$ cat src/verilog/mpwm_pkg.sv
package mpwm_pkg;
    // Register byte offsets
    localparam logic [7:0] MPWM_CTRL_OFS      = 8'h00;
    localparam logic [7:0] MPWM_MODULUS_OFS   = 8'h04;
    localparam logic [7:0] MPWM_DUTY1_OFS     = 8'h08;
    localparam logic [7:0] MPWM_DUTY2_OFS     = 8'h0C;
    localparam logic [7:0] MPWM_DUTY3_OFS     = 8'h10;
    localparam logic [7:0] MPWM_DEADTIME_OFS  = 8'h14;
    localparam logic [7:0] MPWM_DISABLE_PIN_MAP_OFS    = 8'h18;
    localparam logic [7:0] MPWM_FCTRL_OFS     = 8'h1C;
    localparam logic [7:0] MPWM_FSTATUS_OFS   = 8'h20;
    localparam logic [7:0] MPWM_FACK_OFS      = 8'h24;
    localparam logic [7:0] MPWM_MANUAL_OFS    = 8'h28;
    // Register field bit positions
    localparam int MPWM_CTRL_RUN     = 0;
    localparam int MPWM_CTRL_CENTER  = 1;
    localparam int MPWM_CTRL_INDEP   = 2;
    localparam int MPWM_CTRL_LOADOK  = 3;
    localparam int MPWM_CTRL_LDFQ_LO = 4;
    localparam int MPWM_FCTRL_SWDIS  = 4;
    localparam int MPWM_MAN_ENABLE   = 7;
    localparam int MPWM_FACK_DT_LO   = 4;
    // Reset values
    localparam logic [11:0] MPWM_MODULUS_RST = 12'h0FF;
    localparam logic [7:0]  MPWM_ZERO8       = 8'h00;

    typedef enum logic [1:0] {
        MPWM_LD_EVERY1,
        MPWM_LD_EVERY2,
        MPWM_LD_EVERY4,
        MPWM_LD_EVERY8
    } mpwm_ldfq_t;

    typedef struct packed {
        logic [3:0] level;
        logic [3:0] flag;
    } mpwm_fault_t;
endpackage

$ cat src/verilog/mpwm_fault_out.sv
`timescale 1ns/100ps
// How it works
// Rising fault edge sets flag within three cycles
// Fault status register ignores all writes
// Level bit mirrors present fault pin level
// Flag stays until acknowledge one clears it
// Acknowledge bits always read back zero
// Sense input one sampled ending dead time
// Sense two for outputs 3,4; three 5,6
// Manual enable feeds output stage manual bits
// Generator keeps running during manual control
// Clearing manual enable returns generator path immediately
// Odd manual bit drives its output directly
// Complementary even bit drives its output only while partner bit is clear
// Independent even bit drives own output directly
// Center-aligned period is twice the modulus
// Edge-aligned period equals modulus ticks
// Parameters load only at load-cycle boundaries
// Fault disable acts regardless of interrupt enable
// Fault disables outputs selected by write-once map
// Interrupt requested only when enabled and flagged
// Reload every 1, 2, 4 or 8 periods
// Fault set wins over simultaneous acknowledge
// Reset clears flags, sense, manual bits
// Fault inputs synchronised before edge detection
module mpwm_fault_out
    import mpwm_pkg::*;
#(
    parameter int CW = 12
) (
    // Clock and reset
    input  wire logic          pclk,
    input  wire logic          presetn,
    // APB slave
    input  wire logic          psel,
    input  wire logic          penable,
    input  wire logic          pwrite,
    input  wire logic [7:0]    paddr,
    input  wire logic [31:0]   pwdata,
    output logic [31:0]        prdata,
    output logic               pready,
    output logic               pslverr,
    // Power stage pins
    input  wire logic [3:0]    fault_in,
    input  wire logic [2:0]    current_sense_in,
    output logic [5:0]         pwm_out,
    // Fault interrupt request
    output logic               fault_irq_req
);
    logic [3:0]    fs1, fs2, fs3;
    logic [2:0]    is1, is2, is3;
    logic [3:0]    fault_event_flag;
    logic [3:0]    fault_irq_enable;
    logic          soft_disable;
    logic [5:0]    deadtime_sense_status;
    logic          manual_override_enable;
    logic [5:0]    manual_pin_values;
    logic [7:0]    deadtime, disable_pin_map;
    logic          deadtime_written, disable_pin_map_written;
    logic          run, center, indep, load_ok;
    logic [1:0]    reload_rate_select, act_ldfq;
    logic [CW-1:0] mod_buf, act_mod;
    logic [CW-1:0] duty_buf [3];
    logic [CW-1:0] act_duty [3];
    logic [CW-1:0] cnt;
    logic          count_down, period_end;
    logic [2:0]    period_cnt;
    logic [2:0]    gen_pair;
    logic [5:0]    stage_req;
    logic [5:0]    req_d;
    logic [7:0]    dt_cnt [6];
    logic [5:0]    disabled;
    logic          wr, rd;
    logic [3:0]    ack;
    mpwm_fault_t   fstat;

    assign wr = psel && penable && pwrite;
    assign rd = psel && !pwrite;
    assign ack = (wr && paddr == MPWM_FACK_OFS) ? pwdata[3:0] : 4'h0;
    assign pready = 1'b1;
    assign fstat.level = fs3;
    assign fstat.flag = fault_event_flag;

    function automatic logic [2:0] reload_span(input logic [1:0] code);
        case (mpwm_ldfq_t'(code))
            MPWM_LD_EVERY1: reload_span = 3'h0;
            MPWM_LD_EVERY2: reload_span = 3'h1;
            MPWM_LD_EVERY4: reload_span = 3'h3;
            MPWM_LD_EVERY8: reload_span = 3'h7;
            default:        reload_span = 3'h0;
        endcase
    endfunction

    // Pin synchronisers; first stage feeds only the second
    always_ff @(posedge pclk or negedge presetn) begin
        if (!presetn) begin
            fs1 <= 4'h0;
            fs2 <= 4'h0;
            fs3 <= 4'h0;
            is1 <= 3'h0;
            is2 <= 3'h0;
            is3 <= 3'h0;
        end else begin
            fs1 <= fault_in;
            fs2 <= fs1;
            fs3 <= fs2;
            is1 <= current_sense_in;
            is2 <= is1;
            is3 <= is2;
        end
    end

    // Edge seen at stage two to meet the three-cycle flag latency
    always_ff @(posedge pclk or negedge presetn) begin
        if (!presetn) begin
            fault_event_flag <= 4'h0;
        end else begin
            fault_event_flag <= (fault_event_flag & ~ack) | (fs2 & ~fs3);
        end
    end

    assign fault_irq_req = |(fault_event_flag & fault_irq_enable);

    // Register writes
    always_ff @(posedge pclk or negedge presetn) begin
        if (!presetn) begin
            run                    <= 1'b0;
            center                 <= 1'b0;
            indep                  <= 1'b0;
            reload_rate_select     <= 2'h0;
            mod_buf                <= MPWM_MODULUS_RST;
            duty_buf[0]            <= '0;
            duty_buf[1]            <= '0;
            duty_buf[2]            <= '0;
            deadtime               <= MPWM_ZERO8;
            disable_pin_map        <= MPWM_ZERO8;
            deadtime_written       <= 1'b0;
            disable_pin_map_written         <= 1'b0;
            fault_irq_enable       <= 4'h0;
            soft_disable           <= 1'b0;
            manual_override_enable <= 1'b0;
            manual_pin_values      <= 6'h00;
        end else if (wr) begin
            case (paddr)
                MPWM_CTRL_OFS: begin
                    run                <= pwdata[MPWM_CTRL_RUN];
                    center             <= pwdata[MPWM_CTRL_CENTER];
                    indep              <= pwdata[MPWM_CTRL_INDEP];
                    reload_rate_select <= pwdata[MPWM_CTRL_LDFQ_LO +: 2];
                end
                MPWM_MODULUS_OFS: mod_buf <= pwdata[CW-1:0];
                MPWM_DUTY1_OFS:   duty_buf[0] <= pwdata[CW-1:0];
                MPWM_DUTY2_OFS:   duty_buf[1] <= pwdata[CW-1:0];
                MPWM_DUTY3_OFS:   duty_buf[2] <= pwdata[CW-1:0];
                MPWM_DEADTIME_OFS: begin
                    if (!deadtime_written) begin
                        deadtime         <= pwdata[7:0];
                        deadtime_written <= 1'b1;
                    end
                end
                MPWM_DISABLE_PIN_MAP_OFS: begin
                    if (!disable_pin_map_written) begin
                        disable_pin_map <= pwdata[7:0];
                        disable_pin_map_written  <= 1'b1;
                    end
                end
                MPWM_FCTRL_OFS: begin
                    fault_irq_enable <= pwdata[3:0];
                    soft_disable     <= pwdata[MPWM_FCTRL_SWDIS];
                end
                MPWM_MANUAL_OFS: begin
                    manual_override_enable <= pwdata[MPWM_MAN_ENABLE];
                    manual_pin_values      <= pwdata[5:0];
                end
                default: ;
            endcase
        end
    end

    // Read mux and error answer
    always_ff @(posedge pclk or negedge presetn) begin
        if (!presetn) begin
            prdata  <= 32'h0000_0000;
            pslverr <= 1'b0;
        end else begin
            prdata  <= 32'h0000_0000;
            pslverr <= 1'b0;
            if (psel && !penable) begin
                case (paddr)
                    MPWM_CTRL_OFS: prdata[5:0] <= {reload_rate_select, load_ok,
                                                   indep, center, run};
                    MPWM_MODULUS_OFS: prdata[CW-1:0] <= mod_buf;
                    MPWM_DUTY1_OFS:   prdata[CW-1:0] <= duty_buf[0];
                    MPWM_DUTY2_OFS:   prdata[CW-1:0] <= duty_buf[1];
                    MPWM_DUTY3_OFS:   prdata[CW-1:0] <= duty_buf[2];
                    MPWM_DEADTIME_OFS: prdata[7:0] <= deadtime;
                    MPWM_DISABLE_PIN_MAP_OFS:   prdata[7:0] <= disable_pin_map;
                    MPWM_FCTRL_OFS:    prdata[4:0] <= {soft_disable, fault_irq_enable};
                    MPWM_FSTATUS_OFS:  prdata[7:0] <= fstat;
                    // Acknowledge bits stay zero
                    MPWM_FACK_OFS: prdata[MPWM_FACK_DT_LO +: 6] <= deadtime_sense_status;
                    MPWM_MANUAL_OFS: prdata[7:0] <= {manual_override_enable, 1'b0,
                                                     manual_pin_values};
                    default: pslverr <= 1'b1;
                endcase
            end else if (psel && penable) begin
                pslverr <= pslverr;
                prdata  <= prdata;
            end
        end
    end

    // Period counter; keeps running under manual control
    always_ff @(posedge pclk or negedge presetn) begin
        if (!presetn) begin
            cnt        <= '0;
            count_down <= 1'b0;
        end else if (run) begin
            if (!center) begin
                cnt        <= (cnt >= act_mod - 1'b1) ? '0 : cnt + 1'b1;
                count_down <= 1'b0;
            end else if (!count_down) begin
                cnt        <= cnt + 1'b1;
                count_down <= (cnt + 1'b1 >= act_mod);
            end else begin
                cnt        <= cnt - 1'b1;
                count_down <= (cnt > 1);
            end
        end
    end

    assign period_end = run && (center ? (count_down && cnt == 1)
                                       : (cnt >= act_mod - 1'b1));

    // Load cycle: buffered values take effect only at its boundary
    always_ff @(posedge pclk or negedge presetn) begin
        if (!presetn) begin
            period_cnt  <= 3'h0;
            load_ok     <= 1'b0;
            act_ldfq    <= 2'h0;
            act_mod     <= MPWM_MODULUS_RST;
            act_duty[0] <= '0;
            act_duty[1] <= '0;
            act_duty[2] <= '0;
        end else begin
            if (wr && paddr == MPWM_CTRL_OFS && pwdata[MPWM_CTRL_LOADOK])
                load_ok <= 1'b1;
            if (period_end) begin
                if (period_cnt >= reload_span(act_ldfq)) begin
                    period_cnt <= 3'h0;
                    act_ldfq   <= reload_rate_select;
                    if (load_ok) begin
                        act_mod  <= mod_buf;
                        act_duty <= duty_buf;
                        load_ok  <= 1'b0;
                    end
                end else begin
                    period_cnt <= period_cnt + 3'h1;
                end
            end
        end
    end

    always_comb begin
        for (int p = 0; p < 3; p++)
            gen_pair[p] = run && (cnt < act_duty[p]);
    end

    // Source select: manual bits or generator, switched without delay
    always_comb begin
        for (int p = 0; p < 3; p++) begin
            if (manual_override_enable) begin
                stage_req[2*p]   = manual_pin_values[2*p];
                stage_req[2*p+1] = indep ? manual_pin_values[2*p+1]
                                 : (manual_pin_values[2*p+1] && !manual_pin_values[2*p]);
            end else begin
                stage_req[2*p]   = gen_pair[p];
                stage_req[2*p+1] = indep ? gen_pair[p] : !gen_pair[p];
            end
        end
    end

    // Fault or software disable, independent of interrupt enables
    assign disabled = disable_pin_map[5:0] & {6{(|fault_event_flag) || soft_disable}};

    // Dead-time stage with current-sense sampling at its end
    always_ff @(posedge pclk or negedge presetn) begin
        if (!presetn) begin
            req_d                 <= 6'h00;
            pwm_out               <= 6'h00;
            deadtime_sense_status <= 6'h00;
            for (int i = 0; i < 6; i++)
                dt_cnt[i] <= MPWM_ZERO8;
        end else begin
            req_d <= stage_req;
            for (int i = 0; i < 6; i++) begin
                if (stage_req[i] && !req_d[i] && !indep && deadtime != 0) begin
                    dt_cnt[i]  <= deadtime;
                    pwm_out[i] <= 1'b0;
                end else if (stage_req[i] && dt_cnt[i] > 1) begin
                    dt_cnt[i]  <= dt_cnt[i] - 8'h01;
                    pwm_out[i] <= 1'b0;
                end else begin
                    if (stage_req[i] && dt_cnt[i] == 1)
                        deadtime_sense_status[i] <= is3[i/2];
                    dt_cnt[i]  <= MPWM_ZERO8;
                    pwm_out[i] <= stage_req[i] && !disabled[i];
                end
            end
        end
    end

    // Checks
    a_flag_sets: assert property (@(posedge pclk) disable iff (!presetn)
        (fs2 & ~fs3) != 4'h0 |=> (fault_event_flag & $past(fs2 & ~fs3)) == $past(fs2 & ~fs3))
        else $error("fault flag not set after rising edge");
    a_status_readonly: assert property (@(posedge pclk) disable iff (!presetn)
        wr && paddr == MPWM_FSTATUS_OFS && (fs2 & ~fs3) == 4'h0
        |=> fault_event_flag == $past(fault_event_flag))
        else $error("status write changed a flag");
    a_level_mirror: assert property (@(posedge pclk) disable iff (!presetn)
        rd && !penable && paddr == MPWM_FSTATUS_OFS |=> prdata[7:4] == $past(fs3))
        else $error("pin level read wrong");
    a_flag_holds: assert property (@(posedge pclk) disable iff (!presetn)
        fault_event_flag[0] && !ack[0] |=> fault_event_flag[0])
        else $error("flag cleared without acknowledge");
    a_ack_zero: assert property (@(posedge pclk) disable iff (!presetn)
        rd && !penable && paddr == MPWM_FACK_OFS |=> prdata[3:0] == 4'h0)
        else $error("acknowledge bits read nonzero");
    a_set_wins: assert property (@(posedge pclk) disable iff (!presetn)
        ack[1] && fs2[1] && !fs3[1] |=> fault_event_flag[1])
        else $error("new fault lost to acknowledge");
    a_irq_gate: assert property (@(posedge pclk) disable iff (!presetn)
        fault_event_flag[1] && !fault_irq_enable[1]
        && (fault_event_flag & fault_irq_enable & 4'hD) == 4'h0 |-> !fault_irq_req)
        else $error("masked fault raised interrupt");
    a_manual_path: assert property (@(posedge pclk) disable iff (!presetn)
        manual_override_enable && disabled == 6'h00 && indep
        ##1 manual_override_enable && $stable(manual_pin_values)
        |-> pwm_out[0] == $past(manual_pin_values[0]))
        else $error("manual bit not on output");
    a_gen_runs: assert property (@(posedge pclk) disable iff (!presetn)
        run && manual_override_enable && !count_down && cnt < act_mod - 1'b1
        |=> cnt == $past(cnt) + 1'b1)
        else $error("counter stopped under manual control");
    a_fault_off: assert property (@(posedge pclk) disable iff (!presetn)
        disabled[0] |=> !pwm_out[0])
        else $error("mapped output not disabled");
    a_load_boundary: assert property (@(posedge pclk) disable iff (!presetn)
        !period_end |=> act_mod == $past(act_mod))
        else $error("modulus loaded off a boundary");
endmodule

$ cat config.mk
export PLATFORM = sky130hd
export DESIGN_NAME = mpwm_fault_out
export DESIGN_NICKNAME = d
export VERILOG_FILES = /design/src/verilog/mpwm_pkg.sv /design/src/verilog/mpwm_fault_out.sv
export SDC_FILE = /design/constraint.sdc
export NUM_CORES = 1
export LEC_CHECK = 0
export BUFFER_PORTS_ARGS = -buffer_cell sky130_fd_sc_hd__buf_2
export CORE_UTILIZATION = 55
export CTS_CLUSTER_DIAMETER = 60
export DETAILED_ROUTE_END_ITERATION = 16
export GPL_TIMING_DRIVEN = 0
export HOLD_SLACK_MARGIN = 0.08
export PLACE_DENSITY = 0.76
export SYNTH_ARGS = -nofsm -noshare
export SYNTH_HDL_FRONTEND = slang
export SYNTH_SLANG_ARGS = --single-unit
$ cat constraint.sdc
create_clock -name pclk -period 3.4 [get_ports pclk]
set_clock_uncertainty 0.1 [all_clocks]
set_input_delay 1.02 -clock pclk [delete_from_list [all_inputs] [get_ports pclk]]
set_output_delay 1.02 -clock pclk [all_outputs]
set_load 0.005 [all_outputs]
; Word level (Yosys, flattened, before mapping)
; Index checks and enable logic that the tools add are counted.
[totals]
output_inout_bits = 41
in_bits = 52
reg_bits = 274
elab_cells = 268
[op_classes]
n_eq_ne = 21
n_lt_le_gt_ge = 13
mux = 59
n_bitwise = 21
n_reduce_logical = 96
addsub = 10
[ops]
columns = operator, count
row1 = $mux 8, 12
row2 = $logic_and 1x1->1, 50
row3 = $eq 8x1->1 const B, 6
row4 = $gt 8x1->1 const B, 6
row5 = $mux 12, 4
row6 = $sub 8x1->8 const B, 6
row7 = $pmux 4 s10, 1
row8 = $lt 12x12->1, 3
row9 = $eq 8x5->1 const B, 4
row10 = $mux 32, 1
row11 = $mux 1, 28
row12 = $reduce_and 3->1, 9
row13 = $eq 8x6->1 const B, 3
row14 = $ge 12x12->1, 2
row15 = $sub 12x1->12 const B, 2
row16 = $logic_not 1->1, 20
row17 = $mux 20, 1
row18 = $reduce_and 2->1, 10
row19 = $pmux 2 s9, 1
row20 = $eq 8x4->1 const B, 2
row21 = $not 1->1, 14
row22 = $add 12x1->12 const B, 1
row23 = $and 4x4->4, 3
row24 = $eq 12x1->1 const B, 1
row25 = 24 further kinds, 30

; Longest topological paths before layout
[logic_depth]
word_depth = 10
ltp_mapped = 15
mapped_depth_nobuf = 13

; Least setup slack after synthesis
; Ideal clock, no wire load.
[synth_path]
path_kind = register to register
from = reg act_mod[3]
to = reg act_duty[11] in the netlist's numbering
slack_ns = 0.025
t_arrival_ns = 3.149
stages_incl_launch_ff = 15
setup_ns = 0.125
path_buffers = 2
t_required_ns = 3.175
synth_period_minus_slack_ns = 3.375
cell_sequence = dfstp_2 -> nor4_1 -> nand2_1 -> nor4_1 -> xnor2_1 -> ha_1 -> a21o_1 -> a21o_1 -> a21oi_1 -> nor2_1 -> a41o_1 -> o211ai_2 -> buf_6 -> buf_12 -> mux2_4
[synth_via]
elab_chain_cells = 5
[synth_rtl]
columns = element, line
row1 = from (decl), mpwm_fault_out.sv:62  ; logic [CW-1:0] mod_buf, act_mod;
row2 = from (signal assigned), mpwm_fault_out.sv:253  ; act_mod <= mod_buf;
row3 = $sub 12x1->12, mpwm_fault_out.sv:233  ; : (cnt >= act_mod - 1'b1));
row4 = $ge 12x12->1, mpwm_fault_out.sv:233
row5 = $mux 1, mpwm_fault_out.sv:232  ; assign period_end = run && (center ? (count_down && cnt == 1)
row6 = $logic_and 1x1->1, mpwm_fault_out.sv:232
row7 = $reduce_and 3->1 (no source line), -
row8 = to (signal assigned), mpwm_fault_out.sv:254  ; act_duty <= duty_buf;
row9 = to (decl), mpwm_fault_out.sv:64  ; logic [CW-1:0] act_duty [3];
; No other way between the ends.
; A chain may end at the register's enable or synchronous reset.

; Final worst setup path
[layout_path]
from = reg cnt[0]
to = reg act_duty[4] in the netlist's numbering
[layout_via]
elab_chain_cells = 5
word_cells_on_any_way = 6
classes_between = order compare: 1 / eq/ne: 1 / mux: 1 / reduce/logical: 3
[layout_rtl]
columns = element, line
row1 = from (decl), mpwm_fault_out.sv:65  ; logic [CW-1:0] cnt;
row2 = from (signal assigned), mpwm_fault_out.sv:220  ; cnt <= (cnt >= act_mod - 1'b1) ? '0 : cnt + 1'b1;
row3 = from (signal assigned), mpwm_fault_out.sv:223  ; cnt <= cnt + 1'b1;
row4 = from (signal assigned), mpwm_fault_out.sv:226  ; cnt <= cnt - 1'b1;
row5 = branches (longest 2 deep; another with $ge 12x12->1), -
row6 = $mux 1 *, mpwm_fault_out.sv:232
row7 = $logic_and 1x1->1 *, mpwm_fault_out.sv:232
row8 = $reduce_and 3->1 (no source line) *, -
; Mark *: on every way between the ends.

==> flow_summary.ini <==
[clock_tree]
clkTransAtPathRegs_ns = 0.07
clockRootBuffer = clkbuf_16
cts.sinks = 254
cts_tree = done
worstSkewPairLatency_ns = 0.57
cts_buffers = 29
htree_levels = 1
clk_path_buf_depth = 3
cts-hold-fix-buffers = 0

[final_layout]
diodes = 0
multi_input_area_um2 = 7050
stdcell_count = 1821
syn2layout_area_growth_pct = 15.2
final_layout_size_suffix_gt1_share_pct = 23.2
seq_area_um2 = 6380
n_fill_cell = 1964
nets = 1599
fin_util_pct = 64.4

[synthesis]
synthFlopType = dfrtp_1
synthDistinctLibCells = 78
synthAdderAreaFrac_pct = 6.87
synth_xor_area_share_pct = 3.37
synth_area_um2 = 14000
synth_edf_count = 0
synthMuxAreaShare_pct = 13.4
synth_compound_area_share_pct = 11.8
yosys.area_share.simple_pct = 13.3
synth_cells = 1349
syn_avg_cell_area_um2 = 10.4
async_reset_ff_share_pct = 100
synth_seq_cells = 254
synth_top_family_by_area = multiplexers
seq_area_frac_synth_pct = 45.4
ys_warn_count = 0

[power_and_ir_drop]
totalPowerFinal_uw = 10900
powerDensity_nw_per_um2 = 674
vdd_drop_max_mv = 0.509
power_leakage_uw = 0.00768

[sta]
min_period_over_period_pct = 101
fmaxAchievable_ghz = 0.290
final_hold_viol_count = 0
relSlewSlack_pct = 29.4
setup_violations = 28
rsz0062_at_grt = true
hold_ws_ns = 0.234
finalCriticalPeriod_ns = 3.45
final_max_slew_viol_count = 0
tightest_slew_ns = 1.06
finalWorstSetupSlack_ns = -0.0495

[setup_path]
path_class = flop to flop
crit_path_end_kind = flop
crit_arrival_ns = 3.79
critPathSlowestCell = dfrtp_1
critPathMostFrequentCell = buf_12
cp.required_ns = 3.74
critPathMaxStageDelay_ns = 0.46
cp_max_fo = 10
worstPathCellList = buf_4 > inv_1 > ha_1 > nand2b_1 > a21o_1 > a211o_1 > a221oi_4 > nor3_4 > o211ai_4 > buf_6 > buf_12 > buf_12 > mux2_4
start_kind = flop

[drt]
dr.pass1.iters = 6
ant_nets = 0
vias = 11009
totalWireLength_um = 39100
drt_iter0_drc = 1123
via_per_inst = 6.05
routedWlPerCell_um = 21.5
drc = 0

[die]
dieArea_um2 = 26200
die_x_um = 162
ios = 93
core_area_um2 = 25100
die_h_um = 162
rows = 58
initial_utilization_pct = 55.9

[grt]
track_usage_pct = 30.4
grt_pass1_wl_um = 61200
antenna_found_initial = 0
grt_pass1_vias = 11194
overflow = 0
grt_max_degree = 113

[placement]
dpl_worst_slack_ns = -0.455
gp_congestion = 0.986
dpl.cell_count = 1746
dpl.hpwl_um = 26500
portBuffers = 46

[run_status]
status = finished, violations left
violations = setup timing

[run]
max_cap_violations = 0

[worst_hold_path]
min-delay-path-class = primary input to async pin
-- path summary, 6_finish.rpt --
path | depth (start not counted) | slack (ns) | startpoint | to
max in group asynchronous | 2 | 2.11 | presetn | pwm_out[3]
max reg2reg | 13 | -0.05 | cnt[0] | act_duty[4]
min in group pclk | 0 | 0.25 | is2[2] | is3[2]
min | 1 | 0.23 | presetn | act_duty[17]
max | 13 | -0.05 | cnt[0] | act_duty[4]
min reg2reg | 0 | 0.25 | is2[2] | is3[2]
-- critical path: cells and delay by family (launching register included) --
kind                       cells  cell delay, ns
AOI/OAI and AO/OA              4            1.15
DFF                            1            0.46
muxes                          1            0.30
and+or+nand+nor                2            0.26
adders and majority gates      1            0.30
buffers and inverters          5            0.76
-- sequential cells by signal, summed over array words and instances, names as in the netlist, 4 cells and up --
| name | cells |
|---|---|
| fault_event_flag | 4 |
| dt_cnt | 48 |
| act_duty | 36 |
| deadtime_sense_status | 6 |
| duty_buf | 36 |
| prdata | 12 |
| disable_pin_map | 8 |
| manual_pin_values | 6 |
| act_mod | 12 |
| mod_buf | 12 |
| deadtime | 8 |
| pwm_out | 6 |
| req_d | 6 |
| fault_irq_enable | 4 |
| cnt | 12 |
| fs1 | 4 |
| fs3 | 4 |
| fs2 | 4 |
-- cells in the mapped netlist (4+ instances only) --
library cell | count | area [um2]
o31ai_1 | 7 | 52.6
a2111oi_0 | 4 | 35.0
buf_1 | 8 | 30.0
o21ai_0 | 58 | 290
and3_1 | 12 | 75.1
mux2_2 | 125 | 1410
a21oi_1 | 66 | 330
nor3b_1 | 4 | 30.0
mux2_4 | 20 | 300
inv_1 | 89 | 334
nand4_1 | 12 | 75.1
clkbuf_1 | 44 | 165
a21o_1 | 11 | 82.6
and2_1 | 5 | 31.3
nor3_2 | 6 | 60.1
a211oi_1 | 5 | 37.5
nor2b_1 | 14 | 87.6
nand3b_1 | 4 | 30.0
buf_2 | 8 | 40.0
dfrtp_1 | 238 | 5960
o21a_1 | 7 | 52.6
xnor2_1 | 37 | 324
nor3_1 | 61 | 305
a221o_1 | 6 | 60.1
a31oi_1 | 8 | 50.1
a22o_1 | 9 | 78.8
nor2_1 | 88 | 330
buf_4 | 24 | 180
a32oi_1 | 4 | 35.0
xor2_1 | 17 | 149
nand3_1 | 16 | 80.1
nand2b_1 | 11 | 68.8
or3_1 | 6 | 37.5
nand2_1 | 100 | 375
nor4_1 | 13 | 81.3
or4_1 | 7 | 52.6
dfstp_2 | 16 | 420
a222oi_1 | 4 | 40.0
ha_1 | 77 | 963
mux2i_1 | 12 | 120
a22oi_1 | 28 | 210
-- metrics by stage --
stage	instance area, um2	setup TNS (ns)
6_report	16200	-0.757
4_1_cts	16100	-1.50
2_1_floorplan	14100	0
3_3_place_gp	14700	-825.68
3_5_place_dp	14800	-32.02
5_1_grt	16200	-3.71
-- cells by family after synthesis --
| family | after synthesis |
|---|---|
| other cells | 2 |
| mux | 159 |
| flops | 254 |
| compound gates | 251 |
| buf+inv | 177 |
| simple gates | 375 |
| fa+ha+maj | 77 |
| xor+xnor | 54 |
-- report_power, final --
group / total, uW / switching (uW) / leakage, uW / internal, uW
clock network: 3240 / 1280 / 0.000488 / 1970
logic: 3860 / 2250 / 0.00387 / 1610
registers: 3790 / 405 / 0.00333 / 3380
total: 10900 / 3930 / 0.00768 / 6960
-- final cells by class --
type                            instances  share of cell area [%]
Inverter                               90                    2.09
Clock buffer                           39                    4.97
Sequential cell                       254                    39.4
Timing Repair Buffer                   73                    3.41
Tap cell                              330                    2.55
Buffer                                 85                    2.79
Clock inverter                         13                    1.18
Multi-Input combinational cell        937                    43.6
-- cell usage in the layout (no fill, tap or decap), types with 17 or more instances in the layout --
cell	n
a21oi_1	65
a22oi_1	28
buf_2	52
buf_4	41
clkbuf_1	49
clkbuf_16	29
conb_1	21
dfrtp_1	238
ha_1	77
inv_1	89
mux2_2	118
mux2_4	27
nand2_1	98
nor2_1	85
nor3_1	60
o21ai_0	57
xnor2_1	37
xor2_1	17
-- metal layers --
layer	part of all wire, %	GRT usage [%]	up-vias
met5	0	0	-
met4	4.7	14.9	0
met3	7.1	4.65	134
met2	50	52.3	487
met1	39	37.3	5392
li1	-	-	4996
-- timing repair --
| item | 4_1_cts | 5_1_grt |
|---|---|---|
| buffers inserted | 18 | 6 |
| resized for setup | 23 | 17 |
| setup endpoints to repair | 51 | 75 |
| gates cloned | 2 | 0 |
| pin swaps | 10 | 12 |
Note: power is estimated with default switching activity, not from simulation.
